[config.mk]
export PLATFORM = sky130hd
export DESIGN_NAME = ioctc_top
export DESIGN_NICKNAME = d
export VERILOG_FILES = /design/src/hw/ioctc_pkg.sv /design/src/hw/ioctc_chk_if.sv /design/src/hw/ioctc_top.sv /design/src/hw/ioctc_check.sv
export SDC_FILE = /design/constraint.sdc
export NUM_CORES = 1
export LEC_CHECK = 0
export BUFFER_PORTS_ARGS = -buffer_cell sky130_fd_sc_hd__buf_2
export CAP_MARGIN = 40
export CORE_MARGIN = 4
export CORE_UTILIZATION = 55
export DETAILED_ROUTE_END_ITERATION = 7
export GPL_TIMING_DRIVEN = 0
export PLACE_DENSITY = 0.8
export SKIP_LAST_GASP = 1
export SLEW_MARGIN = 15
export SYNTH_ARGS = -nofsm -noshare
export SYNTH_HDL_FRONTEND = slang
export SYNTH_SLANG_ARGS = --single-unit
[constraint.sdc]
create_clock -name mclk -period 3.15 [get_ports mclk]
set_clock_uncertainty 0.1 [all_clocks]
set_input_delay 0.4725 -clock mclk [delete_from_list [all_inputs] [get_ports mclk]]
set_output_delay 0.4725 -clock mclk [all_outputs]
set_load 0.01 [all_outputs]
[src/hw/ioctc_pkg.sv]
// Purpose: constants for the subchannel termination controller
// Assumes: 32-bit register port, one active subchannel at a time
// Notes:   status bit indices count from the lsb of the 16-bit field
package ioctc_pkg;
  localparam int SUB_W  = 8;
  localparam int ADDR_W = 24;
  localparam int CNT_W  = 16;
  localparam int RA_W   = 4;
  localparam logic [ADDR_W-1:0] DESC_STEP = 24'h00_0008;
  // register offsets
  localparam logic [RA_W-1:0] REG_CMD  = 4'h0;
  localparam logic [RA_W-1:0] REG_CTRL = 4'h4;
  localparam logic [RA_W-1:0] REG_CLA  = 4'h8;
  localparam logic [RA_W-1:0] REG_STAT = 4'hc;
  localparam int OP_LSB = 0;
  localparam int OP_MSB = 2;
  localparam int SB_LSB = 8;
  localparam int SB_MSB = 15;
  localparam int CT_BURST = 0;
  localparam int CT_INIT  = 1;
  localparam int RS_PEND  = 4;
  localparam int RS_CC    = 8;
  typedef enum logic [2:0] {
    OP_NONE = 3'h0, OP_START = 3'h1, OP_TEST = 3'h2, OP_HALT = 3'h3,
    OP_RSCH = 3'h4, OP_RESET_CONTROLLER_CMD = 3'h5, OP_STOP = 3'h6, OP_ACK = 3'h7
  } ioctc_op_t;
  localparam logic [1:0] CC_OK     = 2'h0;
  localparam logic [1:0] CC_STORED = 2'h1;
  localparam logic [1:0] CC_BUSY   = 2'h2;
  localparam logic [1:0] CC_NOINIT = 2'h3;
  // controller signal indices
  localparam int CI_ACC  = 0;
  localparam int CI_REJ  = 1;
  localparam int CI_CE   = 2;
  localparam int CI_DE   = 3;
  localparam int CI_UC   = 4;
  localparam int CI_UX   = 5;
  localparam int CI_DREQ = 6;
  localparam int CI_BAD  = 7;
  localparam int CI_CTE  = 8;
  localparam int CI_N    = 9;
  // status bits
  localparam int ST_ILEN  = 13;
  localparam int ST_PCHK  = 12;
  localparam int ST_CCHK  = 11;
  localparam int ST_CTLCK = 10;
  localparam int ST_IFCK  = 9;
  localparam int ST_CE    = 5;
  localparam int ST_CTE   = 4;
  localparam int ST_DE    = 3;
  localparam int ST_UC    = 1;
  localparam int ST_UX    = 0;
endpackage : ioctc_pkg

[src/hw/ioctc_chk_if.sv]
// Purpose: carries descriptor fields to the validity checker
// Assumes: checker is combinational
// Notes:   none
`timescale 1ns/1ps
`default_nettype none
interface ioctc_chk_if;
  logic [7:0]                  cmd;
  logic [ioctc_pkg::ADDR_W-1:0] daddr;
  logic [ioctc_pkg::CNT_W-1:0]  count;
  logic                        bad_cmd;
  logic                        bad_addr;
  modport ctrl (output cmd, output daddr, output count, input bad_cmd, input bad_addr);
  modport chk  (input cmd, input daddr, input count, output bad_cmd, output bad_addr);
endinterface : ioctc_chk_if
`default_nettype wire

[src/hw/ioctc_top.sv]
// Purpose: termination and status control of one channel's subchannels
// Assumes: controller signals are levels from another clock domain
// Notes:   one operation active at a time; status stored on stat_wr
`timescale 1ns/1ps
`default_nettype none
module ioctc_top (
  // clock and reset
  input  wire logic                        mclk,
  input  wire logic                        rst_b,
  // register port
  input  wire logic [ioctc_pkg::RA_W-1:0]   reg_addr,
  input  wire logic [31:0]                 reg_wdata,
  input  wire logic                        reg_wr,
  input  wire logic                        reg_rd,
  output logic      [31:0]                 reg_rdata,
  // descriptor fetch from memory
  output logic                             desc_req,
  output logic      [ioctc_pkg::ADDR_W-1:0] desc_addr,
  input  wire logic                        desc_ack,
  input  wire logic                        desc_err,
  input  wire logic [7:0]                  desc_cmd,
  input  wire logic [ioctc_pkg::ADDR_W-1:0] desc_daddr,
  input  wire logic [ioctc_pkg::CNT_W-1:0]  desc_count,
  input  wire logic                        desc_chain,
  input  wire logic                        eq_fault,
  // controller link
  input  wire logic [ioctc_pkg::CI_N-1:0]   ctl_sig,
  output logic                             ctl_cmd_stb,
  output logic      [7:0]                  ctl_cmd_code,
  output logic      [ioctc_pkg::SUB_W-1:0]  ctl_sub,
  output logic                             ctl_halt,
  output logic                             ctl_data_ack,
  output logic                             ctl_stop,
  output logic                             ctl_disc,
  // status store and interrupt request
  output logic                             stat_wr,
  output logic      [31:0]                 stat_msw,
  output logic      [31:0]                 stat_lsw,
  output logic                             irq_req
);
  import ioctc_pkg::*;

  typedef enum logic [2:0] {S_IDLE, S_FETCH, S_CMD, S_XFER, S_WDE} ioctc_state_t;

  function automatic logic sub_hit(input logic [SUB_W-1:0] a, input logic [SUB_W-1:0] b);
    return a == b;
  endfunction : sub_hit

  ioctc_state_t          state_reg, state_next;
  logic [CI_N-1:0]       s1_reg, s2_reg, s3_reg, lvl_reg, lvl_d_reg, ev;
  logic [SUB_W-1:0]      sub_reg;
  logic [ADDR_W-1:0]     cla_reg, daddr_reg;
  logic [CNT_W-1:0]      cnt_reg;
  logic                  chain_reg, cont_reg, pchk_reg, cchk_reg, pend_reg;
  logic                  init_reg, burst_reg;
  logic [1:0]            cc_reg;
  logic [15:0]           pbits;
  logic                  post, fetch, issue, cont_set;
  ioctc_chk_if           chk ();

  ioctc_check u_check (.ck(chk));

  assign chk.cmd   = desc_cmd;
  assign chk.daddr = daddr_reg;
  assign chk.count = cnt_reg;

  ////////////////////////////////////////////////////////////////////////////////
  // controller signal synchroniser; change counts when stages two and three agree
  always_ff @(posedge mclk or negedge rst_b) begin
    if (!rst_b) begin
      s1_reg    <= '0;
      s2_reg    <= '0;
      s3_reg    <= '0;
      lvl_reg   <= '0;
      lvl_d_reg <= '0;
    end else begin
      s1_reg    <= ctl_sig;
      s2_reg    <= s1_reg;
      s3_reg    <= s2_reg;
      lvl_reg   <= (s2_reg & ~(s2_reg ^ s3_reg)) | (lvl_reg & (s2_reg ^ s3_reg));
      lvl_d_reg <= lvl_reg;
    end
  end
  assign ev = lvl_reg & ~lvl_d_reg;

  ////////////////////////////////////////////////////////////////////////////////
  // command decode
  ioctc_op_t        op;
  logic [SUB_W-1:0] cmd_sub;
  logic             wr_cmd, start_go, rsch, reset_controller_cmd_hit, halt_any, halt_hit, stop_hit;
  logic             malf, clr_pend, busy, unus_now, chain_ok, dack, dstop;

  assign wr_cmd    = reg_wr && (reg_addr == REG_CMD);
  assign op        = ioctc_op_t'(reg_wdata[OP_MSB:OP_LSB]);
  assign cmd_sub   = reg_wdata[SB_MSB:SB_LSB];
  assign busy      = (state_reg == S_CMD) || (state_reg == S_XFER);
  assign start_go  = wr_cmd && (op == OP_START) && (state_reg == S_IDLE)
                     && !pend_reg && init_reg;
  assign rsch      = wr_cmd && (op == OP_RSCH);
  assign reset_controller_cmd_hit = wr_cmd && (op == OP_RESET_CONTROLLER_CMD) && sub_hit(cmd_sub, sub_reg)
                     && (state_reg != S_IDLE);
  assign halt_any  = wr_cmd && (op == OP_HALT);
  assign halt_hit  = halt_any && sub_hit(cmd_sub, sub_reg) && busy;
  assign stop_hit  = wr_cmd && (op == OP_STOP) && sub_hit(cmd_sub, sub_reg);
  assign malf      = (eq_fault || ev[CI_BAD]) && (state_reg != S_IDLE);
  assign clr_pend  = wr_cmd && ((op == OP_ACK) || (op == OP_TEST) || (op == OP_START));
  assign unus_now  = pchk_reg || cchk_reg || ev[CI_UC] || ev[CI_UX];
  assign chain_ok  = chain_reg && !unus_now;
  // stop is only ever given as the answer to a data request
  assign dack      = (state_reg == S_XFER) && ev[CI_DREQ] && !rsch && !reset_controller_cmd_hit && !malf;
  assign dstop     = (cnt_reg == '0) || pchk_reg || cchk_reg;

  ////////////////////////////////////////////////////////////////////////////////
  // termination sequencing
  always_comb begin
    state_next = state_reg;
    post       = 1'b0;
    pbits      = '0;
    fetch      = 1'b0;
    issue      = 1'b0;
    cont_set   = 1'b0;
    case (state_reg)
      S_IDLE: if (start_go) begin
        state_next = S_FETCH;
        fetch      = 1'b1;
      end
      S_FETCH: if (desc_ack) begin
        if (desc_err || chk.bad_cmd) begin
          post       = 1'b1;
          pbits[ST_CCHK] = desc_err;
          pbits[ST_PCHK] = !desc_err;
          state_next = S_IDLE;
        end else begin
          state_next = S_CMD;
          issue      = 1'b1;
        end
      end
      S_CMD: if (ev[CI_REJ] || ev[CI_UC] || ev[CI_UX]) begin
        post         = 1'b1;
        pbits[ST_UC] = ev[CI_REJ] || ev[CI_UC];
        pbits[ST_UX] = ev[CI_UX];
        state_next   = S_IDLE;
      end else if (ev[CI_DE]) begin
        if (chain_reg) begin
          state_next = S_FETCH;
          fetch      = 1'b1;
        end else begin
          post         = 1'b1;
          pbits[ST_CE] = 1'b1;
          pbits[ST_DE] = 1'b1;
          state_next   = S_IDLE;
        end
      end else if (ev[CI_ACC]) begin
        state_next = S_XFER;
      end
      S_XFER: if ((ev[CI_UC] || ev[CI_UX]) && (ev[CI_DE] || ev[CI_CTE])) begin
        // channel end is withheld from software here
        post          = 1'b1;
        pbits[ST_UC]  = ev[CI_UC];
        pbits[ST_UX]  = ev[CI_UX];
        pbits[ST_DE]  = ev[CI_DE];
        pbits[ST_CTE] = ev[CI_CTE];
        state_next    = S_IDLE;
      end else if (ev[CI_CE]) begin
        if (chain_ok) begin
          cont_set = 1'b1;
          if (ev[CI_DE]) begin
            state_next = S_FETCH;
            fetch      = 1'b1;
          end else begin
            state_next = S_WDE;
          end
        end else begin
          post           = 1'b1;
          pbits[ST_CE]   = 1'b1;
          pbits[ST_DE]   = ev[CI_DE];
          pbits[ST_ILEN] = (cnt_reg != '0);
          pbits[ST_PCHK] = pchk_reg;
          pbits[ST_CCHK] = cchk_reg;
          pbits[ST_UC]   = ev[CI_UC];
          pbits[ST_UX]   = ev[CI_UX];
          state_next     = ev[CI_DE] ? S_IDLE : S_WDE;
        end
      end
      S_WDE: if (ev[CI_DE]) begin
        if (cont_reg && chain_reg) begin
          state_next = S_FETCH;
          fetch      = 1'b1;
        end else begin
          post         = 1'b1;
          pbits[ST_DE] = 1'b1;
          pbits[ST_UC] = ev[CI_UC];
          pbits[ST_UX] = ev[CI_UX];
          state_next   = S_IDLE;
        end
      end
      default: state_next = S_IDLE;
    endcase
    if (rsch || reset_controller_cmd_hit) begin
      state_next = S_IDLE;
      post       = 1'b0;
      pbits      = '0;
      fetch      = 1'b0;
      issue      = 1'b0;
      cont_set   = 1'b0;
    end else if (malf) begin
      state_next      = S_IDLE;
      post            = 1'b1;
      pbits           = '0;
      pbits[ST_CTLCK] = eq_fault;
      pbits[ST_IFCK]  = !eq_fault;
      fetch           = 1'b0;
      issue           = 1'b0;
      cont_set        = 1'b0;
    end else if (halt_hit) begin
      state_next = S_WDE;
      post       = 1'b0;
      pbits      = '0;
      issue      = 1'b0;
      cont_set   = 1'b0;
    end
  end

  always_ff @(posedge mclk or negedge rst_b) begin
    if (!rst_b) state_reg <= S_IDLE;
    else        state_reg <= state_next;
  end

  always_ff @(posedge mclk or negedge rst_b) begin
    if (!rst_b)                     cont_reg <= 1'b0;
    else if (cont_set)              cont_reg <= 1'b1;
    else if (state_next != S_WDE)   cont_reg <= 1'b0;
  end

  ////////////////////////////////////////////////////////////////////////////////
  // operation context
  always_ff @(posedge mclk or negedge rst_b) begin
    if (!rst_b) begin
      sub_reg   <= '0;
      desc_addr <= '0;
      daddr_reg <= '0;
      cnt_reg   <= '0;
      chain_reg <= 1'b0;
    end else begin
      if (start_go) begin
        sub_reg   <= cmd_sub;
        desc_addr <= cla_reg;
      end else if (fetch) begin
        desc_addr <= desc_addr + DESC_STEP;
      end
      if (state_reg == S_FETCH && desc_ack) begin
        daddr_reg <= desc_daddr;
        cnt_reg   <= desc_count;
      end else if (dack && !dstop) begin
        cnt_reg   <= cnt_reg - CNT_W'(1);
      end
      // stop wins over a descriptor load in the same cycle
      if (stop_hit || rsch)                    chain_reg <= 1'b0;
      else if (state_reg == S_FETCH && desc_ack) chain_reg <= desc_chain;
    end
  end

  always_ff @(posedge mclk or negedge rst_b) begin
    if (!rst_b) begin
      pchk_reg <= 1'b0;
      cchk_reg <= 1'b0;
    end else if (issue || state_next == S_IDLE) begin
      pchk_reg <= 1'b0;
      cchk_reg <= 1'b0;
    end else begin
      // address checked only once data will move; immediate ops skip it
      if (state_reg == S_CMD && ev[CI_ACC] && chk.bad_addr) pchk_reg <= 1'b1;
      if (state_reg == S_XFER && desc_err)                 cchk_reg <= 1'b1;
    end
  end

  ////////////////////////////////////////////////////////////////////////////////
  // controller and memory outputs
  always_ff @(posedge mclk or negedge rst_b) begin
    if (!rst_b) begin
      desc_req     <= 1'b0;
      ctl_cmd_stb  <= 1'b0;
      ctl_cmd_code <= '0;
      ctl_sub      <= '0;
      ctl_halt     <= 1'b0;
      ctl_data_ack <= 1'b0;
      ctl_stop     <= 1'b0;
      ctl_disc     <= 1'b1;
    end else begin
      if (fetch)                                     desc_req <= 1'b1;
      else if (desc_ack || state_next == S_IDLE)     desc_req <= 1'b0;
      ctl_cmd_stb  <= issue;
      if (issue) ctl_cmd_code <= desc_cmd;
      if (halt_any)   ctl_sub <= cmd_sub;
      else if (issue) ctl_sub <= sub_reg;
      ctl_halt     <= halt_any;
      ctl_data_ack <= dack;
      ctl_stop     <= dack && dstop;
      ctl_disc     <= malf || ((rsch || reset_controller_cmd_hit) && burst_reg
                      && state_reg == S_XFER);
    end
  end

  always_ff @(posedge mclk or negedge rst_b) begin
    if (!rst_b) begin
      stat_wr  <= 1'b0;
      stat_msw <= '0;
      stat_lsw <= '0;
      irq_req  <= 1'b0;
      pend_reg <= 1'b0;
    end else begin
      stat_wr <= post;
      irq_req <= post;
      if (post) begin
        stat_msw <= {sub_reg, desc_addr + DESC_STEP};
        stat_lsw <= {pbits, cnt_reg};
      end
      // a new posting wins over a clear in the same cycle
      if (post)                 pend_reg <= 1'b1;
      else if (clr_pend || rsch) pend_reg <= 1'b0;
    end
  end

  ////////////////////////////////////////////////////////////////////////////////
  // register file
  always_ff @(posedge mclk or negedge rst_b) begin
    if (!rst_b) begin
      init_reg  <= 1'b0;
      burst_reg <= 1'b0;
      cla_reg   <= '0;
      cc_reg    <= CC_OK;
    end else begin
      if (rsch) begin
        init_reg  <= 1'b0;
        burst_reg <= 1'b0;
      end else if (reg_wr && reg_addr == REG_CTRL) begin
        init_reg  <= reg_wdata[CT_INIT];
        burst_reg <= reg_wdata[CT_BURST];
      end
      if (reg_wr && reg_addr == REG_CLA) cla_reg <= reg_wdata[ADDR_W-1:0];
      if (wr_cmd && op == OP_START) begin
        if (!init_reg)                 cc_reg <= CC_NOINIT;
        else if (pend_reg)             cc_reg <= CC_STORED;
        else if (state_reg != S_IDLE)  cc_reg <= CC_BUSY;
        else                           cc_reg <= CC_OK;
      end else if (wr_cmd && op == OP_TEST) begin
        cc_reg <= pend_reg ? CC_STORED : (state_reg != S_IDLE ? CC_BUSY : CC_OK);
      end
    end
  end

  always_ff @(posedge mclk or negedge rst_b) begin
    if (!rst_b) begin
      reg_rdata <= '0;
    end else if (reg_rd) begin
      case (reg_addr)
        REG_CTRL: reg_rdata <= {30'h0000_0000, init_reg, burst_reg};
        REG_CLA:  reg_rdata <= {8'h00, cla_reg};
        REG_STAT: reg_rdata <= 32'({cc_reg, sub_reg, pend_reg, 1'b0, state_reg});
        default:  reg_rdata <= '0;
      endcase
    end else begin
      reg_rdata <= '0;
    end
  end
endmodule : ioctc_top
`default_nettype wire

[src/hw/ioctc_check.sv]
// Purpose: validity checks on software-supplied descriptor fields
// Assumes: command code with zero low nibble is invalid
// Notes:   address check is requested only for a data transfer
`timescale 1ns/1ps
`default_nettype none
module ioctc_check (
  // descriptor fields and verdicts
  ioctc_chk_if.chk ck
);
  import ioctc_pkg::*;
  assign ck.bad_cmd  = (ck.cmd[3:0] == 4'h0);
  // a zero address only matters when bytes are to move
  assign ck.bad_addr = (ck.count != '0) && (ck.daddr == '0);
endmodule : ioctc_check
`default_nettype wire

# [After elaboration in Yosys (flattened, before gate mapping)]
# Cells that the tools add are included.
# Widths: inputs -> output; s select.
[word_totals] regBits=272 input_bits=101 output_inout_bits=144 elab_cells=251
[classes] n_addsub=2 n_eq_ne=16 muxes=113 bitwise_logic=7 n_reduce_logical=82
[op_table] cell="$pmux 24 s3" count=1
[op_table] cell="$mux 1" count=64
[op_table] cell="$mux 3" count=17
[op_table] cell="$mux 24" count=2
[op_table] cell="$mux 14" count=3
[op_table] cell="$logic_and 1x1->1" count=35
[op_table] cell="$mux 16" count=2
[op_table] cell="$mux 32" count=1
[op_table] cell="$mux 2" count=14
[op_table] cell="$and 9x9->9" count=3
[op_table] cell="$add 24x4->24 const B" count=1
[op_table] cell="$logic_not 24->1" count=1
[op_table] cell="$reduce_bool 2->1" count=11
[op_table] cell="$logic_or 1x1->1" count=20
[op_table] cell="$not 9->9" count=2
[op_table] cell="$logic_not 16->1" count=1
[op_table] cell="$mux 8" count=2
[op_table] cell="$reduce_bool 16->1" count=1
[op_table] cell="$sub 16x1->16 const B" count=1
[op_table] cell="$eq 3x3->1 const B" count=5
[op_table] cell="$pmux 3 s5" count=1
[op_table] cell="$eq 3x2->1 const B" count=4
[op_table] cell="$or 9x9->9" count=1
[op_table] cell="$xor 9x9->9" count=1
[op_table] cell="14 further kinds" count=26

# [Longest topological paths before layout]
# Gate-level depths: netlist (run 1).
[depth] word_depth=17 mapped_depth=11 ltp_nobuf=8

# [Hierarchy]
# From an unflattened synthesis (run 1), not the netlist that was laid out.
[unflattened] hier_cells=1018 area_unflattened_um2=11537.3
[modules_own_cells] module="ioctc_top" instances=1 cells_per_inst=1004 area_per_inst_um2=11421.0 seq_area_each_um2=6457.4
[modules_own_cells] module="ioctc_check" instances=1 cells_per_inst=14 area_per_inst_um2=116.4 seq_area_each_um2=0.0

# [Least setup slack after synthesis (run 1)]
# Ideal clock, no wire load.
[synth_timing] kind="input to register" from="in reg_addr[3] (netlist name)" to="reg stat_lsw[0]" setup_ns=0.125 arrival_ns=2.689 t_required_ns=2.925 path_slack_ns=0.236 path_stages=11 path_buffers=4 cell_sequence="buf_6 > or4b_1 > or3_1 > buf_2 > clkinv_2 > nand4_4 > and2_4 > o221a_1 > buf_6 > buf_6 > mux2_4"
[synth_between] elab_chain_cells=8 elab_cells_between_ends=13 classes_between="mux: 3; reduce/logical: 10"
[synth_lines] item="start: declaration" line="ioctc_top.sv:11" rtl="input wire logic [ioctc_pkg::RA_W-1:0] reg_addr,"
[synth_lines] item="$logic_not 4->1" line="ioctc_top.sv:93" rtl="assign wr_cmd = reg_wr && (reg_addr == REG_CMD);"
[synth_lines] item="$logic_and 1x1->1" line="ioctc_top.sv:93"
[synth_lines] item="$logic_and 1x1->1" line="ioctc_top.sv:102" rtl="assign halt_any = wr_cmd && (op == OP_HALT);"
[synth_lines] item="net halt_any" line="ioctc_top.sv:90" rtl="logic wr_cmd, start_go, rsch, reset_controller_cmd_hit, halt_any, halt_hit, stop_hit;"
[synth_lines] item="$logic_and 1x1->1 (2 in series)" line="ioctc_top.sv:103" rtl="assign halt_hit = halt_any && sub_hit(cmd_sub, sub_reg) && busy;"
[synth_lines] item="$mux 1" line="ioctc_top.sv:215" rtl="end else if (halt_hit) begin"
[synth_lines] item="$mux 1" line="ioctc_top.sv:206" rtl="end else if (malf) begin"
[synth_lines] item="$mux 1" line="ioctc_top.sv:199" rtl="if (rsch || reset_controller_cmd_hit) begin"
[synth_lines] item="end signal: assignment" line="ioctc_top.sv:316" rtl="stat_lsw <= {pbits, cnt_reg};"
[synth_lines] item="end: declaration" line="ioctc_top.sv:38" rtl="output logic [31:0] stat_lsw,"
# The timed path passes the listed nets, and every way through them passes these cells.
# A chain may end at the register's enable or synchronous reset.

# [Worst setup path after layout (run 1)]
[layout_timing] from="reg state_reg[1]" to="reg cchk_reg"
[layout_between] elab_chain_cells=12 elab_cells_between_ends=35 classes_between="eq/ne: 4; mux: 17; reduce/logical: 14"
[layout_lines] item="start: declaration" line="ioctc_top.sv:49" rtl="ioctc_state_t state_reg, state_next;"
[layout_lines] item="start signal: assignment" line="ioctc_top.sv:226" rtl="else state_reg <= state_next;"
[layout_lines] item="$logic_not 3->1" line="ioctc_top.sv:97, ioctc_top.sv:122"
[layout_lines] item="$logic_and 1x1->1" line="ioctc_top.sv:97" rtl="assign start_go = wr_cmd && (op == OP_START) && (state_reg == S_IDLE)"
[layout_lines] item="$logic_and 1x1->1 (2 in series)" line="ioctc_top.sv:98" rtl="&& !pend_reg && init_reg;"
[layout_lines] item="$mux 3" line="ioctc_top.sv:123" rtl="S_IDLE: if (start_go) begin"
[layout_lines] item="$pmux 3 s5" line="ioctc_top.sv:122" rtl="case (state_reg)"
[layout_lines] item="$mux 3" line="ioctc_top.sv:215"
[layout_lines] item="$mux 3" line="ioctc_top.sv:206"
[layout_lines] item="$mux 3" line="ioctc_top.sv:199"
[layout_lines] item="$logic_not 3->1" line="ioctc_top.sv:267" rtl="end else if (issue || state_next == S_IDLE) begin"
[layout_lines] item="$logic_or 1x1->1" line="ioctc_top.sv:267"
[layout_lines] item="$mux 1 or $reduce_bool 2->1 (tied branches)"
[layout_lines] item="end signal: assignment" line="ioctc_top.sv:266" rtl="cchk_reg <= 1'b0;"
[layout_lines] item="end signal: assignment" line="ioctc_top.sv:269" rtl="cchk_reg <= 1'b0;"
[layout_lines] item="end signal: assignment" line="ioctc_top.sv:273" rtl="if (state_reg == S_XFER && desc_err) cchk_reg <= 1'b1;"
[layout_lines] item="end: declaration" line="ioctc_top.sv:54" rtl="logic chain_reg, cont_reg, pchk_reg, cchk_reg, pend_reg;"
# Several ways; a longest one is shown, not always the timed one.

==> metrics, run 1 <==
crit end category=flip-flop; DRT iter0 DRCs=561; cts bufs inserted=27; initial antenna violation count=3; Top reg by flops=stat_msw; CP Class=flip-flop to flip-flop; Hold Crit Depth=3; Port-buffer cells=218; crit-path most repeated cell=or3_1; drt drc=0; max frequency=327.5 MHz; fill count=1561; Buf+Inv Stages, Crit Path=3; Cells after Synth=1062; Worst EP arrival=3.38 ns; Largest register FFs=32; worst-path cell chain=or3_1 -> buf_6 -> or4_1 -> or3_1 -> clkbuf_1 -> nand3_1 -> buf_2 -> o211ai_1 -> a211oi_1; Yosys reg bits=258; CTS Sinks=258; Reg clk slew, reported paths=0.06 ns; gpl congestion=0.9176; placed instance area=0.01319 mm2; GR Overflow Total=0; R2R setup slack=0.1 ns; drt wl/cell=19.37 um; Initial Utilization=56.77%; PwrDens=555.0 mW/mm2; drt pass-1 iters=7; IO Count=245; Synth Warn #=0; All-Layer GR Usage=26.37%; maximum number of pins on one net before global-route repair=108; H-Tree Depth=1; Seq/Total Area, Yosys=55.50%; via count=9243; Critical Path RT=3.48 ns; Nets=1437; worst r2r src=state_reg[1]; Site Rows=52; post-route ant nets=0; CP Launch Type=flip-flop; Min-Delay Endpoint=ctl_cmd_code[7]; RR Endpoint=cchk_reg; ys async rst share=100.0%; WL final=31.48 mm; Die Wd=153.4 um; maximum vdd drop=0.3769 mV; RSZ-0062 raised after global routing=no; Max Slew Vio Count=0; post-DP HPWL=22.69 mm; reg2reg path depth=9; Final setup violation count=0; clock latency on the worst-skew pair=0.53 ns; layout cells sized above 1=29.86%; TritonCTS clock tree=built; outcome=finished, final reports clean; Syn Area/Cell=10.96 um2; LEAKAGE=7.197 nW; die area=0.02355 mm2; Fin. Hold Viols=0; period utilization=96.92%; Max Cap Violations=0; CTS root buffer=clkbuf_16; largest registers=stat_msw (32), stat_lsw (26); Slew headroom=49.15%; Unique masters post-synth=75; area delta synth->final=23.08%; Die Y=153.4 um; clk buf depth=3; CP top delay family=simple AND/OR/NAND/NOR gates; Post-Syn Area=0.01163 mm2; vias in the first global route=9390; global-route wire length before repair=50.76 mm; Most used DFF post-synth=dfrtp_1; min-delay src=desc_cmd[7]; largest fanout on the critical path=10; Core Box Area=0.02049 mm2; Crit-path slowest cell=or4_1; Vias/cell=5.688; post-layout min period=3.053 ns; hold crit path type=primary input to flip-flop; Worst path max stage delay=0.45 ns; Design Area, Final=0.01432 mm2; Tot Pwr=7.947 mW; pin slew with the least headroom to its limit=0.7435 ns; EDFF count, synth=0
## what timing repair did
action                     in CTS  in global routing
setup endpoints to repair      36                 28
hold endpoints to repair       59                  0
setup buffers                   0                  1
hold buffers                   10                  0
resized for setup               5                 11
pin swaps                       0                  1
## cells in the mapped netlist, drive strengths merged (8+ instances only)
cell type | count | area (um2)
a21oi | 22 | 110.1
a221o | 13 | 130.1
a22oi | 20 | 150.1
a31oi | 22 | 137.6
and2 | 9 | 61.31
and3 | 19 | 118.9
buf | 36 | 271.5
clkbuf | 39 | 146.4
dfrtp | 257 | 6431
inv | 19 | 71.31
maj3 | 9 | 90.09
mux2 | 82 | 1126
nand2 | 198 | 743.2
nand2b | 8 | 50.05
nand3 | 24 | 120.1
nand4 | 12 | 90.09
nor2 | 68 | 255.2
nor2b | 13 | 81.33
nor3 | 18 | 95.09
nor4 | 16 | 121.4
o21ai | 30 | 150.1
or3 | 9 | 56.30
or4 | 11 | 82.58
xnor2 | 17 | 148.9
xor2 | 18 | 157.7
## power breakdown
part           internal, mW  switching, mW
Combinational         0.342          0.352
Clock                  2.22           1.29
Sequential             3.55          0.198
Total                  6.11           1.84
## worst max-delay path by stage
stage	start	endpoint	slack [ns]	depth (start not counted)
2_1_floorplan	reg_addr[3]	stat_lsw[0]	0.24	11
3_3_place_gp	rst_b	s1_reg[6]	-3.00	1
3_5_place_dp	eq_fault	cchk_reg	-0.41	8
4_1_cts	sub_reg[2]	desc_addr[4]	0.0002	9
5_1_grt	state_reg[1]	chk.count[9]	0.009	9
6_report	state_reg[1]	cchk_reg	0.1	9
## layout by cell type (no fill, tap or decap), types with 22 or more instances in the layout
master / instances
nor2_1: 68
mux2_2: 27
clkbuf_16: 27
o21ai_0: 22
clkbuf_1: 39
mux2_4: 54
a31oi_1: 22
buf_2: 227
a21oi_1: 22
nand3_1: 24
dfrtp_1: 256
nand2_1: 198
## logic make-up (layout without fill, tap and decap cells)
logic type                 Yosys count  in the layout  synth area share [%]
AOI/OAI and AO/OA                  148            148                 8.678
xor gates and xnor gates            35             35                 2.635
adders and majority gates           11             11                0.9894
buffers and inverters               95            373                 4.248
DFF                                258            258                 55.50
muxes                               85             85                 9.937
other                                1             16               0.03223
and+or+nand+nor                    429            429                 17.98
## layer usage
metal / vias up / part of all wire (%) / GRT usage, %
li1: 4263 / - / -
met1: 4486 / 40 / 35.39
met2: 401 / 49 / 43.68
met3: 89 / 8.0 / 4.835
met4: 4 / 3.6 / 8.957
met5: - / 0.086 / 0
## worst register-to-register path: stages (launching register included)
cell	delay, ns
dfrtp_1	0.39
or3_1	0.38
buf_6	0.15
or4_1	0.45
or3_1	0.31
clkbuf_1	0.21
nand3_1	0.15
buf_2	0.27
o211ai_1	0.26
a211oi_1	0.30
## metrics by stage
stage / utilization, % / setup slack [ns] / cells / setup TNS (ns) / hold slack (ns)
2_1_floorplan: - / 0.2358 / 1075 / 0 / 0.07691
3_3_place_gp: 63.98 / -3.001 / 1563 / -783.74 / 0.2338
3_5_place_dp: 64.35 / -0.4148 / 1566 / -14.59 / 0.2347
4_1_cts: 69.71 / 0.0001634 / 1622 / 0 / 0.02320
5_1_grt: 69.86 / 0.009124 / 1624 / 0 / 0.02917
6_report: 69.87 / 0.09691 / 1625 / 0 / 0.03673
## area by class of cell
type / instances / area (um2) / area share, %
Sequential cell: 258 / 6459 / 45.10
Buffer: 73 / 414.1 / 2.892
Tap cell: 270 / 337.8 / 2.359
Clock inverter: 10 / 200.2 / 1.398
Multi-Input combinational cell: 722 / 4766 / 33.28
Clock buffer: 38 / 787.0 / 5.496
Antenna cell: 2 / 5.005 / 0.03495
Timing Repair Buffer: 232 / 1274 / 8.895
Inverter: 20 / 77.57 / 0.5417
Note: power is estimated with default switching activity, not from simulation.
==> inputs of run 2 (changes only) <==
SYNTH_HIERARCHICAL = 1   (was unset)
==> metrics, run 2 <==
outcome=finished, final reports clean; RR Endpoint=desc_addr[3]; Top reg by flops=stat_msw; Buf+Inv Stages, Crit Path=3; Yosys reg bits=258; GR Overflow Total=0; vias in the first global route=9136; largest registers=stat_msw (32), stat_lsw (26); top post-synthesis cells by count=257 x dfrtp_1, 155 x nand2_1, 55 x mux2_4; Syn Area/Cell=11.33 um2; gpl congestion=0.8856; CTS Sinks=258; Die Y=152.8 um; die area=0.02336 mm2; Core Box Area=0.02043 mm2; Seq/Total Area, Yosys=55.97%; Die Wd=152.8 um; initial antenna violation count=5; All-Layer GR Usage=25.62%; worst-path cell chain=clkbuf_1 -> nor3b_2 -> and4_1 -> nand3_1 -> and2_1 -> clkbuf_1 -> clkbuf_1 -> o32ai_1 -> a21oi_1; Port-buffer cells=218; TritonCTS clock tree=built; Hold Crit Depth=3; Nets=1397; PwrDens=544.7 mW/mm2; DRT iter0 DRCs=799; IO Count=245; Synth Warn #=6; setup TNS=0 ns; Largest register FFs=32; post-layout min period=3.034 ns; Initial Utilization=56.47%; pin slew with the least headroom to its limit=0.8323 ns; Site Rows=52; reg2reg path depth=9; post-synth top area share=55.74%; Most used DFF post-synth=dfrtp_1; most common cell after layout, fill and taps aside=dfrtp_1; Vias/cell=5.776; Final setup violation count=0; RSZ-0062 raised after global routing=no; clk buf depth=3; Cells after Synth=1018; Max Cap Violations=0; Max Slew Vio Count=0; global-route wire length before repair=49.13 mm; CP Launch Type=flip-flop; max frequency=329.6 MHz; commonest non-fill, non-tap cells in the layout=257 x dfrtp_1, 222 x buf_2, 155 x nand2_1; maximum number of pins on one net before global-route repair=108; area delta synth->final=22.60%; Core Util, Final=69.24%; drt wl/cell=19.26 um; Worst path max stage delay=0.39 ns; Critical Path RT=3.46 ns; largest fanout on the critical path=10; CTS root buffer=clkbuf_16; main area contributors after synthesis=dfrtp_1 56%, mux2_4 7.2%, nand2_1 5.0%; Reg clk slew, reported paths=0.07 ns; Fin. Hold Viols=0; crit end category=flip-flop; clock latency on the worst-skew pair=0.54 ns; most frequent cell after synthesis=dfrtp_1; cts bufs inserted=27; post-route ant nets=0; EDFF count, synth=0; storage element area=0.006457 mm2; H-Tree Depth=1; Synth area leader=dfrtp_1; via count=9172; hold crit path type=primary input to flip-flop; Multi-input gate area=0.004737 mm2; Worst EP arrival=3.34 ns; Min-Delay Endpoint=chk.daddr[23]; maximum vdd drop=0.4898 mV; min-delay src=desc_daddr[23]; period utilization=96.30%; Crit-path slowest cell=dfrtp_1; drt pass-1 iters=7; worst r2r src=state_reg[0]; WL final=30.59 mm; fill count=1509; Worst Slack Setup Final=0.1164 ns; Slew headroom=44.09%; post-DP HPWL=22.37 mm; drt drc=0; ys async rst share=100.0%; CP top delay family=simple AND/OR/NAND/NOR gates; layout cells sized above 1=30.21%; Placement Setup Slack=-0.3692 ns; Unique masters post-synth=64; R2R setup slack=0.12 ns; crit-path most repeated cell=clkbuf_1; CP Class=flip-flop to flip-flop; LEAKAGE=6.902 nW; hold slack final=0.02883 ns; Post-Syn Area=0.01154 mm2
[run 2: layer usage]
metal,up-vias,global-route usage [%],wire (um)
li1,4169,-,-
met1,4458,34.42,12170
met2,455,41.77,14920
met3,88,4.637,2369
met4,2,10.18,1117
met5,-,0,15
[run 2: area by class of cell]
cell class | instances | area share, %
clock inverters | 11 | 0.8138
repair buffers | 234 | 9.076
plain buffers | 70 | 2.671
inverters | 13 | 0.3450
multi-input cells | 690 | 33.49
clock buffers | 38 | 5.493
well taps | 270 | 2.388
flip-flops and latches | 258 | 45.65
diodes | 4 | 0.07077
[run 2: worst max-delay path by stage]
stage,startpoint,end,cells after the start
finish,state_reg[0],desc_addr[3],9
global route,state_reg[2],chk.count[8],8
CTS,state_reg[2],ctl_cmd_code[7],7
detailed placement,reg_addr[1],stat_msw[21],10
global placement,rst_b,chk.daddr[1],1
floorplan,reg_addr[3],stat_lsw[0],10
[run 2: kinds of logic after synthesis]
kind of cell	count (synthesis)	synth area share, %
mux	97	11.16
compound gates	145	8.416
simple gates	388	17.08
flops	258	55.97
xor+xnor	35	2.657
fa+ha+maj	11	0.9977
other cells	1	0.03250
buf+inv	83	3.687
[run 2: power by group]
part / leakage, nW / total (mW) / internal (mW) / switching (mW)
Combinational: 3.13 / 0.763 / 0.379 / 0.383
Clock: 0.442 / 3.16 / 1.88 / 1.28
Sequential: 3.32 / 3.78 / 3.57 / 0.212
[run 2: metrics by stage]
step	area [um2]	cells	power, mW
after floorplan	11590	1031	4.189
after global placement	13020	1519	4.538
after detailed placement	13100	1524	4.579
after CTS	14110	1583	7.752
after global routing	14140	1588	8.004
final	14140	1588	7.705
[run 2: worst reg2reg max path, delay by kind of cell, from the launching register on]
family	cells	cell delay, ns
DFF	1	0.39
buffers and inverters	3	0.74
and+or+nand+nor	4	1.22
AOI/OAI and AO/OA	2	0.46
[run 2: timing repair]
item,in CTS,in global routing
resized for setup,3,5
hold buffers,10,0
buffers inserted,0,1
gates cloned,0,0
endpoints found under the setup margin,16,30
pin swaps,0,1
hold endpoints to repair,75,0
==> inputs of run 3 (changes only) <==
RECOVER_POWER = 25   (was unset)
==> metrics, run 3 (synthesis gave the netlist of run 2 again) <==
outcome=finished with violations; failing checks=capacitance limit, slew limit; met3 usage in global routing=4.637%; WL final=30.52 mm; Fin. Hold Viols=0; Nets=1397; post-layout min period=3.026 ns; storage element area=0.006457 mm2; fill count=1510; Tot Pwr=7.705 mW; PwrDens=545.3 mW/mm2; Worst EP arrival=3.40 ns; Largest register FFs=32; Buf+Inv Stages, Crit Path=3; CTS Sinks=258; H-Tree Depth=1; Vias/cell=5.756; largest fanout on the critical path=10; global-route wire length before repair=49.13 mm; gpl congestion=0.8856; Most Used Layer, Global Route=met2; RSZ-0062 raised after global routing=no; LEAKAGE=6.891 nW; IO Count=245; clock latency on the worst-skew pair=0.54 ns; Final setup violation count=0; Multi-input gate area=0.004737 mm2; GR Overflow Total=0; most common cell after layout, fill and taps aside=dfrtp_1; commonest non-fill, non-tap cells in the layout=257 x dfrtp_1, 220 x buf_2, 155 x nand2_1; grt met1 use=34.42%; Die Y=152.8 um; CP top delay family=simple AND/OR/NAND/NOR gates; Reg clk slew, reported paths=0.06 ns; largest registers=stat_msw (32), stat_lsw (26); Crit-path slowest cell=dfrtp_1; crit end category=flip-flop; crit-path most repeated cell=clkbuf_1; drt pass-1 iters=6; pin slew with the least headroom to its limit=1.634 ns; max frequency=330.5 MHz; drt wl/cell=19.23 um; met2 Usage GRT=41.77%; Site Rows=52; Clock power frac=41.0%; area delta synth->final=22.47%; Max Cap Violations=1; initial antenna violation count=4; CTS root buffer=clkbuf_16; internal power=5.828 mW; switching portion of total power=24.37%; Worst path max stage delay=0.38 ns; TritonCTS clock tree=built; post-DP HPWL=22.37 mm; CP Class=flip-flop to flip-flop; Slew headroom=-8.923%; CP Launch Type=flip-flop; die area=0.02336 mm2; clk buf depth=3; Core Box Area=0.02043 mm2; setup TNS=0 ns; Initial Utilization=56.47%; All-Layer GR Usage=25.62%; Top reg by flops=stat_msw; hold crit path type=primary input to flip-flop; maximum vdd drop=0.4897 mV; Flop pwr share=49.1%; period utilization=96.06%; Die Wd=152.8 um; drt drc=0; DRT iter0 DRCs=817; post-route ant nets=0; vias in the first global route=9136; via count=9134; Port-buffer cells=218; combinational power share=9.9%; layout cells sized above 1=30.06%; Max Slew Vio Count=67; switching power total=1.877 mW; Critical Path RT=3.52 ns; worst-path cell chain=clkbuf_1 -> nor3b_2 -> and4_1 -> nand3_1 -> and2_1 -> clkbuf_1 -> clkbuf_1 -> nor4_1 -> a221o_1; cts bufs inserted=27; maximum number of pins on one net before global-route repair=108
-- run 3: cell types whose count changed in the layout (fill, tap and decap cells not counted), sizes merged --
cell,before,now
clkbuf,80,84
buf,252,248
diode,4,3
-- run 3: stage by stage --
stage	hold slack (ns)	setup WS, ns	instances	util [%]	cell area, um2
after floorplan	0.07691	0.1444	1031	-	11590
after global placement	0.2314	-3.037	1519	63.71	13020
after detailed placement	0.2347	-0.3692	1524	64.12	13100
after CTS	0.01647	-0.008355	1583	69.07	14110
after global routing	0.01892	0.01731	1587	69.16	14130
final	0.03084	0.1240	1587	69.16	14130
-- run 3: tightest hold or removal path, stage by stage --
cell and delay, ns:
buf_2 0.07, nand2_1 0.04, nand2_1 0.04
-- run 3: layout make-up --
| cell class | count | share of cell area [%] |
|---|---|---|
| flip-flops and latches | 258 | 45.70 |
| multi-input cells | 690 | 33.53 |
| repair buffers | 234 | 8.997 |
| clock buffers | 38 | 5.499 |
| plain buffers | 70 | 2.674 |
| well taps | 270 | 2.391 |
| clock inverters | 11 | 0.8147 |
| inverters | 13 | 0.3453 |
| diodes | 3 | 0.05313 |
-- run 3: metal layers --
metal | wire, um | part of all wire (%)
met5 | 17 | 0.056
met4 | 1302 | 4.3
met3 | 2289 | 7.5
met2 | 14750 | 48
met1 | 12160 | 40
-- run 3: worst paths after layout --
kind	start	to	slack, ns	depth (start not counted)
worst min register to register	s1_reg[8]	s2_reg[8]	0.24	0
worst min-delay path	desc_daddr[23]	chk.daddr[23]	0.03	3
worst max register to register	state_reg[2]	desc_addr[10]	0.12	9
min in group asynchronous	rst_b	stat_msw[15]	0.78	2
worst max-delay path	state_reg[2]	desc_addr[10]	0.12	9
max in group asynchronous	rst_b	chk.count[9]	0.54	4
-- run 3: repair_timing --
item | CTS | global route
hold buffers | 10 | 0
setup buffers | 0 | 1
gates resized for setup | 3 | 5
gates cloned | 0 | 0
endpoints found under the hold margin | 75 | 0
setup endpoints to repair | 16 | 30
pin swaps | 0 | 1
-- run 3: power groups by stage --
stage / clock network (mW) / registers [mW] / logic (mW)
global placement: 0 / 3.82 / 0.718
global route: 3.35 / 3.81 / 0.839
CTS: 3.21 / 3.78 / 0.768
detailed placement: 0 / 3.83 / 0.750
floorplan: 0 / 3.81 / 0.376
finish: 3.16 / 3.78 / 0.760
